$ cat src/rtl/kbd_link_pkg.sv
// Constants and types for the keyboard serial link transmitter.
// Assumes a 200 MHz system clock and a host that acknowledges by toggling its line.
// Contract
// - Each word is eight data bits LSB first, then one stop bit.
// - Data MSB is 1 for press, 0 for release; low seven bits key number.
// - With link idle and an event pending, ready goes low.
// - Events wait in a queue; each starts its own transfer.
// - Ready is driven low once for every bit of a word.
// - A falling acknowledge edge returns ready high.
// - Data changes only after acknowledge rises, valid before ready falls; the code also raises data on the stop bit's acknowledge fall.
// - Next data bit's ready low comes within 1 ms of acknowledge rising.
// - Stop bit is low from ready falling to acknowledge falling.
// - After stop bit acknowledge falls, data and ready go high and data stays high.
// - Link returns idle on acknowledge rising after the stop bit.
// - No acknowledge fall within 250 ms: ready high, restart the word.
// - On queue overflow the overflow code is sent.
package kbd_link_pkg;
    localparam int unsigned CLK_HZ = 200_000_000;
    localparam int unsigned DATA_BITS = 8;
    localparam int unsigned WORD_BITS = 9;
    localparam logic [7:0] CODE_OVERFLOW = 8'hFE;
    localparam logic [7:0] CODE_DEAD = 8'hFF;
    localparam int unsigned ACK_TIMEOUT_MS = 250;
    localparam int unsigned ACK_TIMEOUT_CYC = ACK_TIMEOUT_MS * (CLK_HZ / 1000);
    localparam int unsigned NEXT_BIT_MAX_MS = 1;
    localparam int unsigned NEXT_BIT_MAX_CYC = NEXT_BIT_MAX_MS * (CLK_HZ / 1000);
    localparam int unsigned BIT_GAP_CYC = 4;
    localparam int unsigned QUEUE_DEPTH = 8;

    typedef enum logic [2:0] {
        ST_IDLE = 3'b000,
        ST_SETUP = 3'b001,
        ST_WAIT_FALL = 3'b011,
        ST_WAIT_RISE = 3'b010,
        ST_GAP = 3'b110,
        ST_RETRY = 3'b111
    } link_state_t;
endpackage : kbd_link_pkg

$ cat src/rtl/kbd_event_if.sv
// Event hand-off between the queue and the link transmitter.
// Assumes both ends share one clock.
interface kbd_event_if;
    logic valid;
    logic ready;
    logic [7:0] code;
    modport src(output valid, output code, input ready);
    modport dst(input valid, input code, output ready);
endinterface : kbd_event_if

$ cat src/rtl/kbd_serial_link.sv
// Keyboard end of the handshaked serial link: queue plus bit transmitter.
// Assumes host_ack_in is asynchronous and toggles per the bit handshake.
module kbd_serial_link #(
    parameter int unsigned ACK_TIMEOUT_CYC = kbd_link_pkg::ACK_TIMEOUT_CYC,
    parameter int unsigned QUEUE_DEPTH = kbd_link_pkg::QUEUE_DEPTH
) (
    input wire logic clk_sys_in,
    input wire logic rstn_in,
    input wire logic key_event_in,
    input wire logic key_pressed_in,
    input wire logic [6:0] key_number_in,
    input wire logic host_ack_in,
    output logic key_ready_n_out,
    output logic key_serial_data_out,
    output logic busy_out
);
    // ----------------------------------------------------------------
    // Event queue
    // ----------------------------------------------------------------
    kbd_event_if ev_if();
    logic [7:0] push_code;

    assign push_code = {key_pressed_in, key_number_in};

    kbd_event_queue #(
        .DEPTH(QUEUE_DEPTH)
    ) u_queue (
        .clk_sys_in(clk_sys_in),
        .rstn_in(rstn_in),
        .push_in(key_event_in),
        .push_code_in(push_code),
        .ev(ev_if)
    );

    // ----------------------------------------------------------------
    // Acknowledge synchroniser and edge detect
    // ----------------------------------------------------------------
    logic ack_m_q, ack_s_q, ack_p_q;
    logic ack_fall, ack_rise;

    always_ff @(posedge clk_sys_in) begin
        if (!rstn_in) begin
            ack_m_q <= 1'b1;
            ack_s_q <= 1'b1;
            ack_p_q <= 1'b1;
        end else begin
            ack_m_q <= host_ack_in;
            ack_s_q <= ack_m_q;
            ack_p_q <= ack_s_q;
        end
    end

    assign ack_fall = ack_p_q && !ack_s_q;
    assign ack_rise = !ack_p_q && ack_s_q;

    // ----------------------------------------------------------------
    // Bit transmitter
    // ----------------------------------------------------------------
    localparam int unsigned TW = $clog2(ACK_TIMEOUT_CYC + 1);

    kbd_link_pkg::link_state_t state_q, state_d;
    logic [7:0] shift_q, shift_d;
    logic [7:0] word_q, word_d;
    logic [3:0] bit_q, bit_d;
    logic [TW-1:0] tmr_q, tmr_d;
    logic rdy_n_q, rdy_n_d;
    logic data_q, data_d;
    logic take;

    assign take = (state_q == kbd_link_pkg::ST_IDLE) && ev_if.valid;
    assign ev_if.ready = take;

    always_comb begin
        state_d = state_q;
        shift_d = shift_q;
        word_d = word_q;
        bit_d = bit_q;
        tmr_d = tmr_q;
        rdy_n_d = rdy_n_q;
        data_d = data_q;
        case (state_q)
            kbd_link_pkg::ST_IDLE: begin
                rdy_n_d = 1'b1;
                data_d = 1'b1;
                if (take) begin
                    word_d = ev_if.code;
                    shift_d = ev_if.code;
                    bit_d = 4'h0;
                    data_d = ev_if.code[0];
                    tmr_d = '0;
                    state_d = kbd_link_pkg::ST_SETUP;
                end
            end
            kbd_link_pkg::ST_SETUP: begin
                // Data has stood one cycle before ready falls
                rdy_n_d = 1'b0;
                tmr_d = '0;
                state_d = kbd_link_pkg::ST_WAIT_FALL;
            end
            kbd_link_pkg::ST_WAIT_FALL: begin
                tmr_d = tmr_q + 1'b1;
                if (ack_fall) begin
                    rdy_n_d = 1'b1;
                    if (bit_q == 4'(kbd_link_pkg::WORD_BITS - 1)) begin
                        data_d = 1'b1;
                    end
                    state_d = kbd_link_pkg::ST_WAIT_RISE;
                end else if (tmr_q == TW'(ACK_TIMEOUT_CYC - 1)) begin
                    rdy_n_d = 1'b1;
                    tmr_d = '0;
                    state_d = kbd_link_pkg::ST_RETRY;
                end
            end
            kbd_link_pkg::ST_WAIT_RISE: begin
                if (ack_rise) begin
                    if (bit_q == 4'(kbd_link_pkg::WORD_BITS - 1)) begin
                        state_d = kbd_link_pkg::ST_IDLE;
                    end else begin
                        bit_d = bit_q + 4'h1;
                        shift_d = {1'b0, shift_q[7:1]};
                        // Stop bit is low from its ready fall
                        data_d = (bit_q == 4'(kbd_link_pkg::DATA_BITS - 1))
                            ? 1'b0 : shift_q[1];
                        tmr_d = '0;
                        state_d = kbd_link_pkg::ST_GAP;
                    end
                end
            end
            kbd_link_pkg::ST_GAP: begin
                tmr_d = tmr_q + 1'b1;
                if (tmr_q == TW'(kbd_link_pkg::BIT_GAP_CYC - 1)) begin
                    state_d = kbd_link_pkg::ST_SETUP;
                end
            end
            kbd_link_pkg::ST_RETRY: begin
                // Ready stays high a short while, then the word restarts
                tmr_d = tmr_q + 1'b1;
                if (tmr_q == TW'(kbd_link_pkg::BIT_GAP_CYC - 1)) begin
                    shift_d = word_q;
                    bit_d = 4'h0;
                    data_d = word_q[0];
                    state_d = kbd_link_pkg::ST_SETUP;
                end
            end
            default: begin
                state_d = kbd_link_pkg::ST_IDLE;
                rdy_n_d = 1'b1;
                data_d = 1'b1;
            end
        endcase
    end

    always_ff @(posedge clk_sys_in) begin
        if (!rstn_in) begin
            state_q <= kbd_link_pkg::ST_IDLE;
            shift_q <= 8'h00;
            word_q <= 8'h00;
            bit_q <= 4'h0;
            tmr_q <= '0;
            rdy_n_q <= 1'b1;
            data_q <= 1'b1;
        end else begin
            state_q <= state_d;
            shift_q <= shift_d;
            word_q <= word_d;
            bit_q <= bit_d;
            tmr_q <= tmr_d;
            rdy_n_q <= rdy_n_d;
            data_q <= data_d;
        end
    end

    assign key_ready_n_out = rdy_n_q;
    assign key_serial_data_out = data_q;
    assign busy_out = (state_q != kbd_link_pkg::ST_IDLE);

    // ----------------------------------------------------------------
    // Checks
    // ----------------------------------------------------------------
    chk_ready_release: assert property (@(posedge clk_sys_in) disable iff (!rstn_in)
        (state_q == kbd_link_pkg::ST_WAIT_FALL && ack_fall) |=> key_ready_n_out)
        else $error("ready not released on ack fall");
    chk_data_stable: assert property (@(posedge clk_sys_in) disable iff (!rstn_in)
        (!key_ready_n_out && $past(!key_ready_n_out)) |-> $stable(key_serial_data_out))
        else $error("data changed while ready low");
    chk_stop_low: assert property (@(posedge clk_sys_in) disable iff (!rstn_in)
        (!key_ready_n_out && bit_q == 4'h8) |-> !key_serial_data_out)
        else $error("stop bit not low");
    chk_idle_high: assert property (@(posedge clk_sys_in) disable iff (!rstn_in)
        (state_q == kbd_link_pkg::ST_IDLE) |-> (key_serial_data_out && key_ready_n_out))
        else $error("idle lines not high");
    chk_next_bit: assert property (@(posedge clk_sys_in) disable iff (!rstn_in)
        (state_q == kbd_link_pkg::ST_WAIT_RISE && ack_rise && bit_q != 4'h8)
        |-> ##[1:8] !key_ready_n_out) else $error("next bit ready late");
    chk_back_idle: assert property (@(posedge clk_sys_in) disable iff (!rstn_in)
        (state_q == kbd_link_pkg::ST_WAIT_RISE && ack_rise && bit_q == 4'h8)
        |=> state_q == kbd_link_pkg::ST_IDLE) else $error("not idle after stop");
    chk_start_ready: assert property (@(posedge clk_sys_in) disable iff (!rstn_in)
        take |-> ##2 !key_ready_n_out) else $error("pending event not announced");
    chk_timeout_rel: assert property (@(posedge clk_sys_in) disable iff (!rstn_in)
        (state_q == kbd_link_pkg::ST_WAIT_FALL && !ack_fall
         && tmr_q == TW'(ACK_TIMEOUT_CYC - 1)) |=> key_ready_n_out ##4 bit_q == 4'h0)
        else $error("timeout restart wrong");
    chk_bit_count: assert property (@(posedge clk_sys_in) disable iff (!rstn_in)
        bit_q <= 4'h8) else $error("bit index beyond stop bit");
endmodule : kbd_serial_link

$ cat src/rtl/kbd_event_queue.sv
// Event queue for key events, with overflow marking.
// Assumes a single clock and synchronous active-low reset.
module kbd_event_queue #(
    parameter int unsigned DEPTH = kbd_link_pkg::QUEUE_DEPTH
) (
    input wire logic clk_sys_in,
    input wire logic rstn_in,
    input wire logic push_in,
    input wire logic [7:0] push_code_in,
    kbd_event_if.src ev
);
    localparam int unsigned AW = $clog2(DEPTH);
    logic [7:0] mem_q [DEPTH];
    logic [7:0] mem_d [DEPTH];
    logic [AW-1:0] rd_q, rd_d, wr_q, wr_d;
    logic [AW:0] cnt_q, cnt_d;
    logic ovf_q, ovf_d;
    logic pop, full;

    assign full = (cnt_q == (AW+1)'(DEPTH));
    assign ev.valid = ovf_q || (cnt_q != '0);
    // Overflow code goes out ahead of the remaining queue
    assign ev.code = ovf_q ? kbd_link_pkg::CODE_OVERFLOW : mem_q[rd_q];
    assign pop = ev.ready && !ovf_q && (cnt_q != '0);

    always_comb begin
        mem_d = mem_q;
        rd_d = rd_q;
        wr_d = wr_q;
        cnt_d = cnt_q;
        ovf_d = ovf_q;
        if (ev.ready && ovf_q) begin
            ovf_d = 1'b0;
        end
        if (pop) begin
            rd_d = (rd_q == AW'(DEPTH - 1)) ? '0 : rd_q + 1'b1;
        end
        if (push_in && (!full || pop)) begin
            mem_d[wr_q] = push_code_in;
            wr_d = (wr_q == AW'(DEPTH - 1)) ? '0 : wr_q + 1'b1;
        end else if (push_in) begin
            ovf_d = 1'b1;
        end
        cnt_d = cnt_q + (AW+1)'(push_in && (!full || pop)) - (AW+1)'(pop);
    end

    always_ff @(posedge clk_sys_in) begin
        if (!rstn_in) begin
            rd_q <= '0;
            wr_q <= '0;
            cnt_q <= '0;
            ovf_q <= 1'b0;
            for (int i = 0; i < DEPTH; i++) begin
                mem_q[i] <= 8'h00;
            end
        end else begin
            mem_q <= mem_d;
            rd_q <= rd_d;
            wr_q <= wr_d;
            cnt_q <= cnt_d;
            ovf_q <= ovf_d;
        end
    end

    chk_cnt_bound: assert property (@(posedge clk_sys_in) disable iff (!rstn_in)
        cnt_q <= (AW+1)'(DEPTH)) else $error("queue count above depth");
    chk_ovf_flag: assert property (@(posedge clk_sys_in) disable iff (!rstn_in)
        (push_in && full && !pop) |=> ovf_q) else $error("overflow not flagged");
endmodule : kbd_event_queue

$ cat config.mk
export PLATFORM = sky130hd
export DESIGN_NAME = kbd_serial_link
export DESIGN_NICKNAME = d
export VERILOG_FILES = /design/src/rtl/kbd_link_pkg.sv /design/src/rtl/kbd_event_if.sv /design/src/rtl/kbd_serial_link.sv /design/src/rtl/kbd_event_queue.sv
export SDC_FILE = /design/constraint.sdc
export NUM_CORES = 1
export LEC_CHECK = 0
export BUFFER_PORTS_ARGS = -buffer_cell sky130_fd_sc_hd__buf_2
export CAP_MARGIN = 20
export CELL_PAD_IN_SITES_DETAIL_PLACEMENT = 1
export CELL_PAD_IN_SITES_GLOBAL_PLACEMENT = 2
export CORE_MARGIN = 4
export CORE_UTILIZATION = 40
export DETAILED_ROUTE_END_ITERATION = 12
export PLACE_DENSITY = 0.85
export REMOVE_ABC_BUFFERS = 1
export SYNTH_ARGS = -nofsm -noshare
export SYNTH_HDL_FRONTEND = slang
export SYNTH_SLANG_ARGS = --single-unit
$ cat constraint.sdc
create_clock -name clk_sys_in -period 3.3 [get_ports clk_sys_in]
set_input_delay 0 -clock clk_sys_in [delete_from_list [all_inputs] [get_ports clk_sys_in]]
set_output_delay 0 -clock clk_sys_in [all_outputs]
set_load 0.01 [all_outputs]
==> run summary, run 1 <==
CTS tree: yes
Fin cells: 891
Sw frac: 35.3%
Largest buffer count on any clock path: 2
Worst hold slack: 51.9 ps
Dpl hpwl: 10300 µm
Largest net degree at the start of global routing: 66
Post-CTS Resized: 0
Chip width: 133 µm
Final slew viol count: 0
Die height: 133 µm
Final Cell Area: 7190 µm²
Worst slew pin tran: 797 ps
DRC: 0
First-pass DRT Iterations: 4
Max Cap Viol: 0
Yosys warning count: 0
Maximum VDD drop: 0.402 mV
Hold WC Path Type: in2reg
Number of synthesized flops with an enable pin: 0
First-pass GRT wire length: 26000 µm
Mapped cell area: 6260 µm²
Top Ports: 15
Setup TNS: 0 ps
Leak pwr: 2.97 nW
P_int: 3.43 mW
Combinational Power Share: 31.1%
Top_reg_cell synth: dfxtp_1
Sequential share of power: 34.5%
Clock power share: 34.4%
Layout cells sized above 1: 12.9%
Cts bufs inserted: 17
Clk slew on worst S/H paths: 60 ps
Sequential element share of the synthesized area: 41.0%
RePlAce Congestion: 0.774
Row cnt: 45
Via count: 4665
Startpoint type of the worst setup path: flop
Unrepaired setup endpoints after global routing: false
Post-route ant nets: 0
Aggregate global routing overflow: 0
Setup WS post-layout: 501 ps
Synth Instances: 654
Post-DP Area: 6510 µm²
Crit Path Max Fanout: 6
Fmax: 357 MHz
Critical Path End Type: flop
Core Area: 15300 µm²
P per Cell Area: 737 nW/µm²
Clk_skew: 10.9 ps
Final WL: 15100 µm
DR iter-0 viols: 208
Post-place setup slack: 483 ps
Post-synthesis async set-or-reset flop share: 0%
Mean Syn Cell Area: 9.57 µm²
Starting Density: 41.0%
# setup viols final: 0
Number of synthesized register bits: 128
GRT Overall Usage: 18.4%
Finished Core Util: 47.1%
N_diodes: 0
Routed len/inst: 16.9 µm
Placed insts: 849
Sw power: 1.87 mW
Fill count: 1690
NumNets Final: 693
Req. time, crit path: 3620 ps
Final hold vios: 0
Count of input and output buffers: 14
Post-DR vias/cell: 5.24
Post-route minimum period: 2800 ps
Initial antenna violation count: 0
Layout area overhead: 14.8%
Die ar.: 17700 µm²
Number of global-route vias before repair: 5143
Power Total: 5.29 mW
# clock sinks: 128
Period utilization: 84.8%
WS Path Type: reg2reg
Netlist cell types: 60
Slew Limit Headroom: 46.6%
Clk Latency, worst-skew pair: 420 ps
Htree depth: 4
Clk root buf: clkbuf_16
WP data arrival: 3120 ps
Outcome: completed
cell type report:
type	instances	area, µm²	share of cell area [%]
clock buffers	19	443	6.16
clock inverters	13	130	1.81
multi-input cells	465	3450	48.0
well taps	211	264	3.67
flip-flops and latches	128	2560	35.7
repair buffers	37	268	3.73
inverters	18	67.6	0.940
per-layer routing:
metal / part of all wire (%) / up-vias / global-route usage [%]
li1: - / 2299 / -
met1: 44 / 2311 / 21.6
met2: 53 / 40 / 33.0
met3: 2.1 / 15 / 4.33
met4: 1.1 / 0 / 6.18
met5: 0 / - / 0
power by group through the flow:
stage / sequential [mW] / combinational [mW] / clock [mW]
after floorplan: 1.89 / 1.11 / 0
after global placement: 1.85 / 1.58 / 0
after detailed placement: 1.86 / 1.65 / 0
after CTS: 1.82 / 1.67 / 1.87
after global routing: 1.85 / 1.88 / 1.95
final: 1.82 / 1.65 / 1.82
state kept, by name, summed over array words and instances, names as in the netlist:
name	count
u_queue.ovf_q	1
ack_m_q	1
shift_q	7
u_queue.mem_q	64
bit_q	4
key_serial_data_out	1
ack_s_q	1
key_ready_n_out	1
tmr_q	26
state_q	3
word_q	8
u_queue.rd_q	3
u_queue.cnt_q	4
u_queue.wr_q	3
ack_p_q	1
cell usage after synthesis, types with 8 or more instances:
cell      number  area [µm²]
xnor2_1       22         193
ha_1          13         163
dfxtp_1      128        2560
mux4_2        16         360
nand3_1       16        80.1
nor2_1        52         195
buf_2          9        45.0
nand2_1       33         124
mux2i_1       66         661
nand4_1        8        50.1
a21oi_1       21         105
nor2b_1       82         513
clkbuf_1      33         124
nor3_1        17        85.1
inv_1         16        60.1
o21ai_0       18        90.1
worst max-delay path, stage by stage (launching register included):
cell,delay [ps]
dfxtp_1,300
inv_1,90
ha_1,240
or3b_2,520
nand2_1,200
inv_1,110
ha_1,290
inv_1,40
ha_1,200
fa_1,380
xor2_1,170
and2_1,150
what timing repair did:
action,in CTS,in global routing
buffers inserted,0,0
hold buffers,10,0
endpoints found under the hold margin,66,0
logic make-up (layout without fill, tap and decap cells):
kind of cell	after synthesis	after routing	synth area share, %
buffers and inverters	61	87	3.90
DFF	128	128	41.0
and+or+nand+nor	257	257	22.6
muxes	83	83	16.5
xor gates and xnor gates	26	26	3.64
AOI/OAI and AO/OA	85	85	9.52
adders and majority gates	14	14	2.92
final timing paths:
path	from	to	slack (ps)	cells after the start
hold / removal	rstn_in	key_serial_data_out	50	2
setup / recovery	u_queue.cnt_q[2]	u_queue.cnt_q[2]	500	11
setup reg to reg	u_queue.cnt_q[2]	u_queue.cnt_q[2]	500	11
hold reg to reg	ack_m_q	ack_s_q	420	1
cell usage in the layout (no fill, tap or decap), types with 3 or more instances in the layout:
cell | netlist | layout
inv_1 | 16 | 16
ha_1 | 13 | 13
dfxtp_1 | 128 | 128
buf_4 | 1 | 13
clkbuf_16 | 0 | 17
o211a_1 | 7 | 7
a211oi_1 | 7 | 7
nor3b_1 | 5 | 5
nor3_1 | 17 | 17
nand3_1 | 16 | 16
nor4_1 | 7 | 7
mux2i_1 | 66 | 66
nand4_1 | 8 | 8
buf_2 | 9 | 14
nand2b_1 | 7 | 7
nand2_1 | 33 | 33
clkinvlp_4 | 0 | 3
mux4_2 | 16 | 16
a31oi_1 | 3 | 3
a22o_1 | 5 | 5
clkinv_4 | 0 | 4
and2_1 | 7 | 7
o21ai_0 | 18 | 18
xnor2_1 | 22 | 22
a21boi_0 | 4 | 4
nor2_1 | 52 | 52
nand4b_1 | 3 | 3
nor2b_1 | 82 | 82
dlygate4sd3_1 | 0 | 10
xor2_1 | 4 | 4
a21oi_1 | 21 | 21
nand3b_1 | 3 | 3
inv_6 | 0 | 3
No activity file was read; power rests on OpenSTA's default activity.
==> run 2: changes to the inputs <==
- CORE_UTILIZATION: 40 -> 37
- PLACE_DENSITY: 0.85 -> 0.83
- clock period: 3.3 -> 2.4 ns (I/O delays scaled with it)
==> run summary, run 2 (same netlist as run 1, synthesis figures left out) <==
Flip-flop and latch area: 2560 µm² (about the same)
Cts bufs inserted: 17 (unchanged)
Clk slew on worst S/H paths: 60 ps (about the same)
CP max stage cell: or4b_1
Commonest non-fill, non-tap cell in the layout: dfxtp_1
Initial antenna violation count: 0 (unchanged)
Largest regs: u_queue.mem_q x64, tmr_q x26, word_q x8
Final slew viol count: 0 (unchanged)
# clock sinks: 128 (unchanged)
Clk root buf: clkbuf_16
CP bufs+invs: 2 (-1)
Max incr delay on CP: 500 ps (-20 ps)
NumNets Final: 721 (+4.0%)
Post-route minimum period: 2330 ps (-468 ps)
WS Path Type: reg2reg
Area taken by multi-input logic gates: 3490 µm² (+1.1%)
DRC: 0 (unchanged)
Sw power: 2.62 mW (+40%)
DR iter-0 viols: 266 (+28%)
Fmax: 429 MHz (+20%)
Max Cap Viol: 0 (unchanged)
Worst hold slack: 91.4 ps (+39.6 ps)
Row cnt: 47 (+4.4%)
Fill count: 1876 (+11%)
P per Cell Area: 1020 nW/µm² (+38%)
Top Ports: 15 (unchanged)
Maximum VDD drop: 0.575 mV (+43%)
Largest net degree at the start of global routing: 50 (-24%)
Power Total: 7.64 mW (+44%)
Clk Latency, worst-skew pair: 420 ps (about the same)
Startpoint type of the worst setup path: flop
Biggest register: u_queue.mem_q
Combinational Power Share: 35.1% (+4.0 points)
Final WL: 15200 µm (+1.1%)
Aggregate global routing overflow: 0 (unchanged)
First-pass GRT wire length: 25900 µm (-0.45%)
Worst path top cell family by delay: simple AND/OR/NAND/NOR gates
# setup viols final: 0 (unchanged)
Leak pwr: 3.13 nW (+5.5%)
Slew Limit Headroom: 56.8% (+10 points)
Starting Density: 37.7% (-3.3 points)
Core Area: 16600 µm² (+8.7%)
Htree depth: 4 (unchanged)
Outcome: completed
Layout cells sized above 1: 17.9% (+5.0 points)
Final hold vios: 0 (unchanged)
Critical Path End Type: flop
Chip width: 138 µm (+3.7%)
Clock power share: 32.2% (-2.2 points)
Max FFs per register: 64 (unchanged)
CTS tree: yes
Die ar.: 19100 µm² (+7.6%)
Most frequent cells in the layout: dfxtp_1, nor2b_1, mux2i_1, nor2_1, buf_4
Number of global-route vias before repair: 5153 (+0.19%)
Worst slew pin tran: 647 ps (-150 ps)
Hold WC Path Type: in2reg
Via count: 4849 (+3.9%)
Routed len/inst: 16.4 µm (-2.9%)
Largest buffer count on any clock path: 2 (unchanged)
Die height: 138 µm (+3.7%)
Dpl hpwl: 10600 µm (+3.3%)
Sequential share of power: 32.7% (-1.8 points)
Crit-path cells: inv_2 > ha_4 > or3b_4 > buf_6 > o41a_1 > nand2_4 > or3b_1 > or4b_1 > a21oi_2
First-pass DRT Iterations: 4 (unchanged)
Unrepaired setup endpoints after global routing: true
Count of input and output buffers: 14 (unchanged)
Layout area overhead: 19.8%
Period utilization: 97.1% (+12 points)
Crit Path Max Fanout: 4 (-2)
RePlAce Congestion: 0.751 (-2.9%)
P_int: 5.02 mW (+47%)
Post-DR vias/cell: 5.23 (-0.20%)
Clk_skew: 10.1 ps (-0.897 ps)
GRT Overall Usage: 16.3% (-2.1 points)
Sw frac: 34.3% (-1.0 points)
WP data arrival: 2680 ps (-440 ps)
Post-route ant nets: 0 (unchanged)
Req. time, crit path: 2750 ps (-870 ps)
N_diodes: 0 (unchanged)
-- run 2: cell types whose count changed in the layout (fill, tap and decap cells not counted), sizes merged --
cell	before	now
buf	27	55
clkinv	5	8
clkinvlp	3	1
inv	22	21
-- run 2: per-stage QoR --
| step | setup WS (ps) | setup TNS, ps | area [µm²] | util (%) | instances |
|---|---|---|---|---|---|
| after floorplan | -170 | -279 | 6080 | - | 611 |
| after global placement | -9.41 | -9.41 | 6750 | 40.7 | 882 |
| after detailed placement | -75.5 | -75.5 | 6750 | 40.7 | 882 |
| after CTS | 6.46 | 0 | 7430 | 44.8 | 924 |
| after global routing | -6.92 | -10.1 | 7500 | 45.2 | 928 |
| final | 69.3 | 0 | 7500 | 45.2 | 928 |
-- run 2: routing by layer --
metal	global-route usage [%]	vias to the layer above	routed length [µm]
met5	0	-	0
met4	4.00	0	129
met3	4.21	14	421
met2	29.0	58	7940
met1	19.8	2407	6740
li1	-	2370	-
-- run 2: worst register-to-register path, cell delays in order (launching register included) --
cell and delay, ps:
dfxtp_1 330, inv_2 50, ha_4 150, or3b_4 240, buf_6 110, o41a_1 280
nand2_4 70, or3b_1 400, or4b_1 500, a21oi_2 140
-- run 2: layout make-up --
type                    count  area share, %
clock buffers              19           6.04
clock inverters            13           1.49
inverters                  18          0.935
multi-input cells         465           46.5
flip-flops and latches    128           34.2
well taps                 220           3.67
repair buffers             65           7.11
-- run 2: worst paths after layout --
kind	startpoint	endpoint	slack, ps	cells after the start
worst max-delay path	u_queue.cnt_q[2]	tmr_q[16]	70	9
worst min-delay path	rstn_in	u_queue.mem_q[36]	90	2
worst max register to register	u_queue.cnt_q[2]	tmr_q[16]	70	9
worst min register to register	ack_m_q	ack_s_q	430	1
-- run 2: timing repair --
item | in CTS | in global routing
cloned | 0 | 1
pin swaps | 0 | 7
resized for setup | 3 | 14
setup endpoints to repair | 1 | 5
hold buffers | 10 | 0
buffers inserted | 0 | 3
hold endpoints to repair | 60 | 0
-- run 2: power by group through the flow --
stage	clock network [mW]	registers (mW)	logic (mW)
after CTS	2.53	2.49	2.62
after global routing	2.63	2.52	3.03
after detailed placement	0	2.53	2.56
after floorplan	0	2.60	1.53
after global placement	0	2.52	2.46
final	2.46	2.50	2.68
==> run 3: changes to the inputs <==
- REMOVE_ABC_BUFFERS: 1 -> not set
==> run summary, run 3 (same netlist as run 1, synthesis figures left out) <==
Outcome: completed
Most frequent cells in the layout: dfxtp_1, nor2b_1, mux2i_1, nor2_1, nand2_1
Number of global-route vias before repair: 5131 (-0.43%)
Fmax: 431 MHz (+0.48%)
Final hold vios: 0 (unchanged)
RePlAce Congestion: 0.774 (+3.1%)
Dpl hpwl: 10500 µm (-1.7%)
Die ar.: 19100 µm² (unchanged)
GRT Overall Usage: 16.6% (+0.31 points)
Cts bufs inserted: 17 (unchanged)
Max FFs per register: 64 (unchanged)
Final slew viol count: 0 (unchanged)
Largest net degree at the start of global routing: 55 (+10%)
Largest regs: u_queue.mem_q x64, tmr_q x26, word_q x8
Routed len/inst: 16.6 µm (+0.95%)
Placed insts: 874 (-0.91%)
WS Path Type: reg2reg
Worst slew pin tran: 996 ps (+349 ps)
Starting Density: 37.7% (unchanged)
Htree depth: 4 (unchanged)
CTS tree: yes
Post-DP Area: 6690 µm² (-1.0%)
R2R cell count: 9 (unchanged)
CP max stage cell: or4b_1
Max Cap Viol: 0 (unchanged)
Row cnt: 47 (unchanged)
R2R Path Start: u_queue.cnt_q[3]
Count of input and output buffers: 14 (unchanged)
Initial antenna violation count: 0 (unchanged)
Crit-path cells: inv_2 > ha_4 > or3b_4 > buf_4 > o41a_1 > nand2_4 > or3b_1 > or4b_1 > a21oi_1
CP Launch Point: u_queue.cnt_q[3]
Final WL: 15200 µm (-0.25%)
Clk slew on worst S/H paths: 60 ps (about the same)
Slew Limit Headroom: 33.3% (-23 points)
Via count: 4746 (-2.1%)
First-pass GRT wire length: 25900 µm (+0.16%)
Leak pwr: 3.07 nW (-2.0%)
NumNets Final: 710 (-1.5%)
First-pass DRT Iterations: 4 (unchanged)
Req. time, crit path: 2750 ps (about the same)
Max incr delay on CP: 480 ps (-20 ps)
Power Total: 7.67 mW (+0.43%)
Worst hold slack: 33.5 ps (-57.9 ps)
Top Ports: 15 (unchanged)
Post-DR vias/cell: 5.18 (-0.95%)
P per Cell Area: 1030 nW/µm² (+1.5%)
Setup TNS: 0 ps (unchanged)
# setup viols final: 0 (unchanged)
Clk Latency, worst-skew pair: 420 ps (about the same)
Fin cells: 917 (-1.2%)
Final Cell Area: 7410 µm² (-1.1%)
Critical Path End Type: flop
RR Endpoint: tmr_q[16]
Biggest register: u_queue.mem_q
Setup WS post-layout: 80.5 ps (+11.2 ps)
WP data arrival: 2670 ps (about the same)
Core Area: 16600 µm² (unchanged)
Grt met3 use: 3.94% (-0.28 points)
Crit Path Max Fanout: 4 (unchanged)
DRC: 0 (unchanged)
Period utilization: 96.6% (-0.47 points)
N_diodes: 0 (unchanged)
Hold WC Path Type: in2reg
Largest buffer count on any clock path: 2 (unchanged)
Layout area overhead: 18.5%
Commonest non-fill, non-tap cell in the layout: dfxtp_1
Clk_skew: 12.8 ps (+2.73 ps)
Aggregate global routing overflow: 0 (unchanged)
R2R Setup Slk: 80 ps (about the same)
Startpoint type of the worst setup path: flop
CP bufs+invs: 2 (unchanged)
Clk root buf: clkbuf_16
Worst path top cell family by delay: simple AND/OR/NAND/NOR gates
Hold path depth: 4 (+2)
Mapped Nets: 680
Maximum VDD drop: 0.649 mV (+13%)
Layout cells sized above 1: 16.8% (-1.2 points)
# clock sinks: 128 (unchanged)
Met2 GRT Util: 28.4% (-0.67 points)
WP depth: 9 (unchanged)
Die height: 138 µm (unchanged)
Finished Core Util: 44.7% (-0.50 points)
Gr busiest metal: met2
DR iter-0 viols: 149 (-44%)
Chip width: 138 µm (unchanged)
Post-place setup slack: -1.31 ps (+74.2 ps)
M1 GR Usage: 20.8% (+1.0 points)
CP endpoint: tmr_q[16]
Post-route minimum period: 2320 ps (-11.2 ps)
Post-route ant nets: 0 (unchanged)
-- run 3: cell types whose count changed in the layout (fill, tap and decap cells not counted), sizes merged --
cell         change
clkinvlp         +2
clkbuf           +2
dlygate4sd3      -1
inv              -1
bufinv           +1
clkinv           -4
buf             -10
-- run 3: what timing repair did --
| item | in CTS | in global routing |
|---|---|---|
| hold buffers | 9 | 0 |
| endpoints found under the hold margin | 63 | 0 |
| setup buffers | 2 | 0 |
| pin swaps | 0 | 1 |
| resized for setup | 2 | 7 |
| setup endpoints to repair | 2 | 9 |
-- run 3: per-layer routing --
layer,share of wire [%],up-vias
met5,0,-
li1,-,2339
met1,46,2349
met2,51,40
met3,1.9,18
met4,1.5,0
-- run 3: cell type report --
| type | instances | area (µm²) |
|---|---|---|
| Clock inverter | 11 | 128 |
| Fill cell | 1903 | 9170 |
| Timing Repair Buffer | 54 | 418 |
| Inverter | 18 | 67.6 |
| Tap cell | 220 | 275 |
| Sequential cell | 128 | 2560 |
| Clock buffer | 21 | 470 |
| Multi-Input combinational cell | 465 | 3490 |
-- run 3: worst register-to-register path: stages, from the launching register on --
cell and delay [ps]:
dfxtp_1 350, inv_2 60, ha_4 150, or3b_4 230, buf_4 120, o41a_1 260
nand2_4 60, or3b_1 390, or4b_1 480, a21oi_1 150
-- run 3: worst min-delay path by stage --
stage	from	to	slack [ps]
detailed placement	host_ack_in	ack_m_q	190
CTS	key_event_in	u_queue.wr_q[2]	10
global route	key_event_in	u_queue.wr_q[2]	60
finish	key_event_in	u_queue.wr_q[2]	30
floorplan	host_ack_in	ack_m_q	100
global placement	host_ack_in	ack_m_q	180
-- run 3: report_power, final --
group,switching [mW],internal [mW],leakage [nW]
registers,0.143,2.34,1.04
clock network,0.970,1.62,0.286
logic,1.50,1.11,1.74
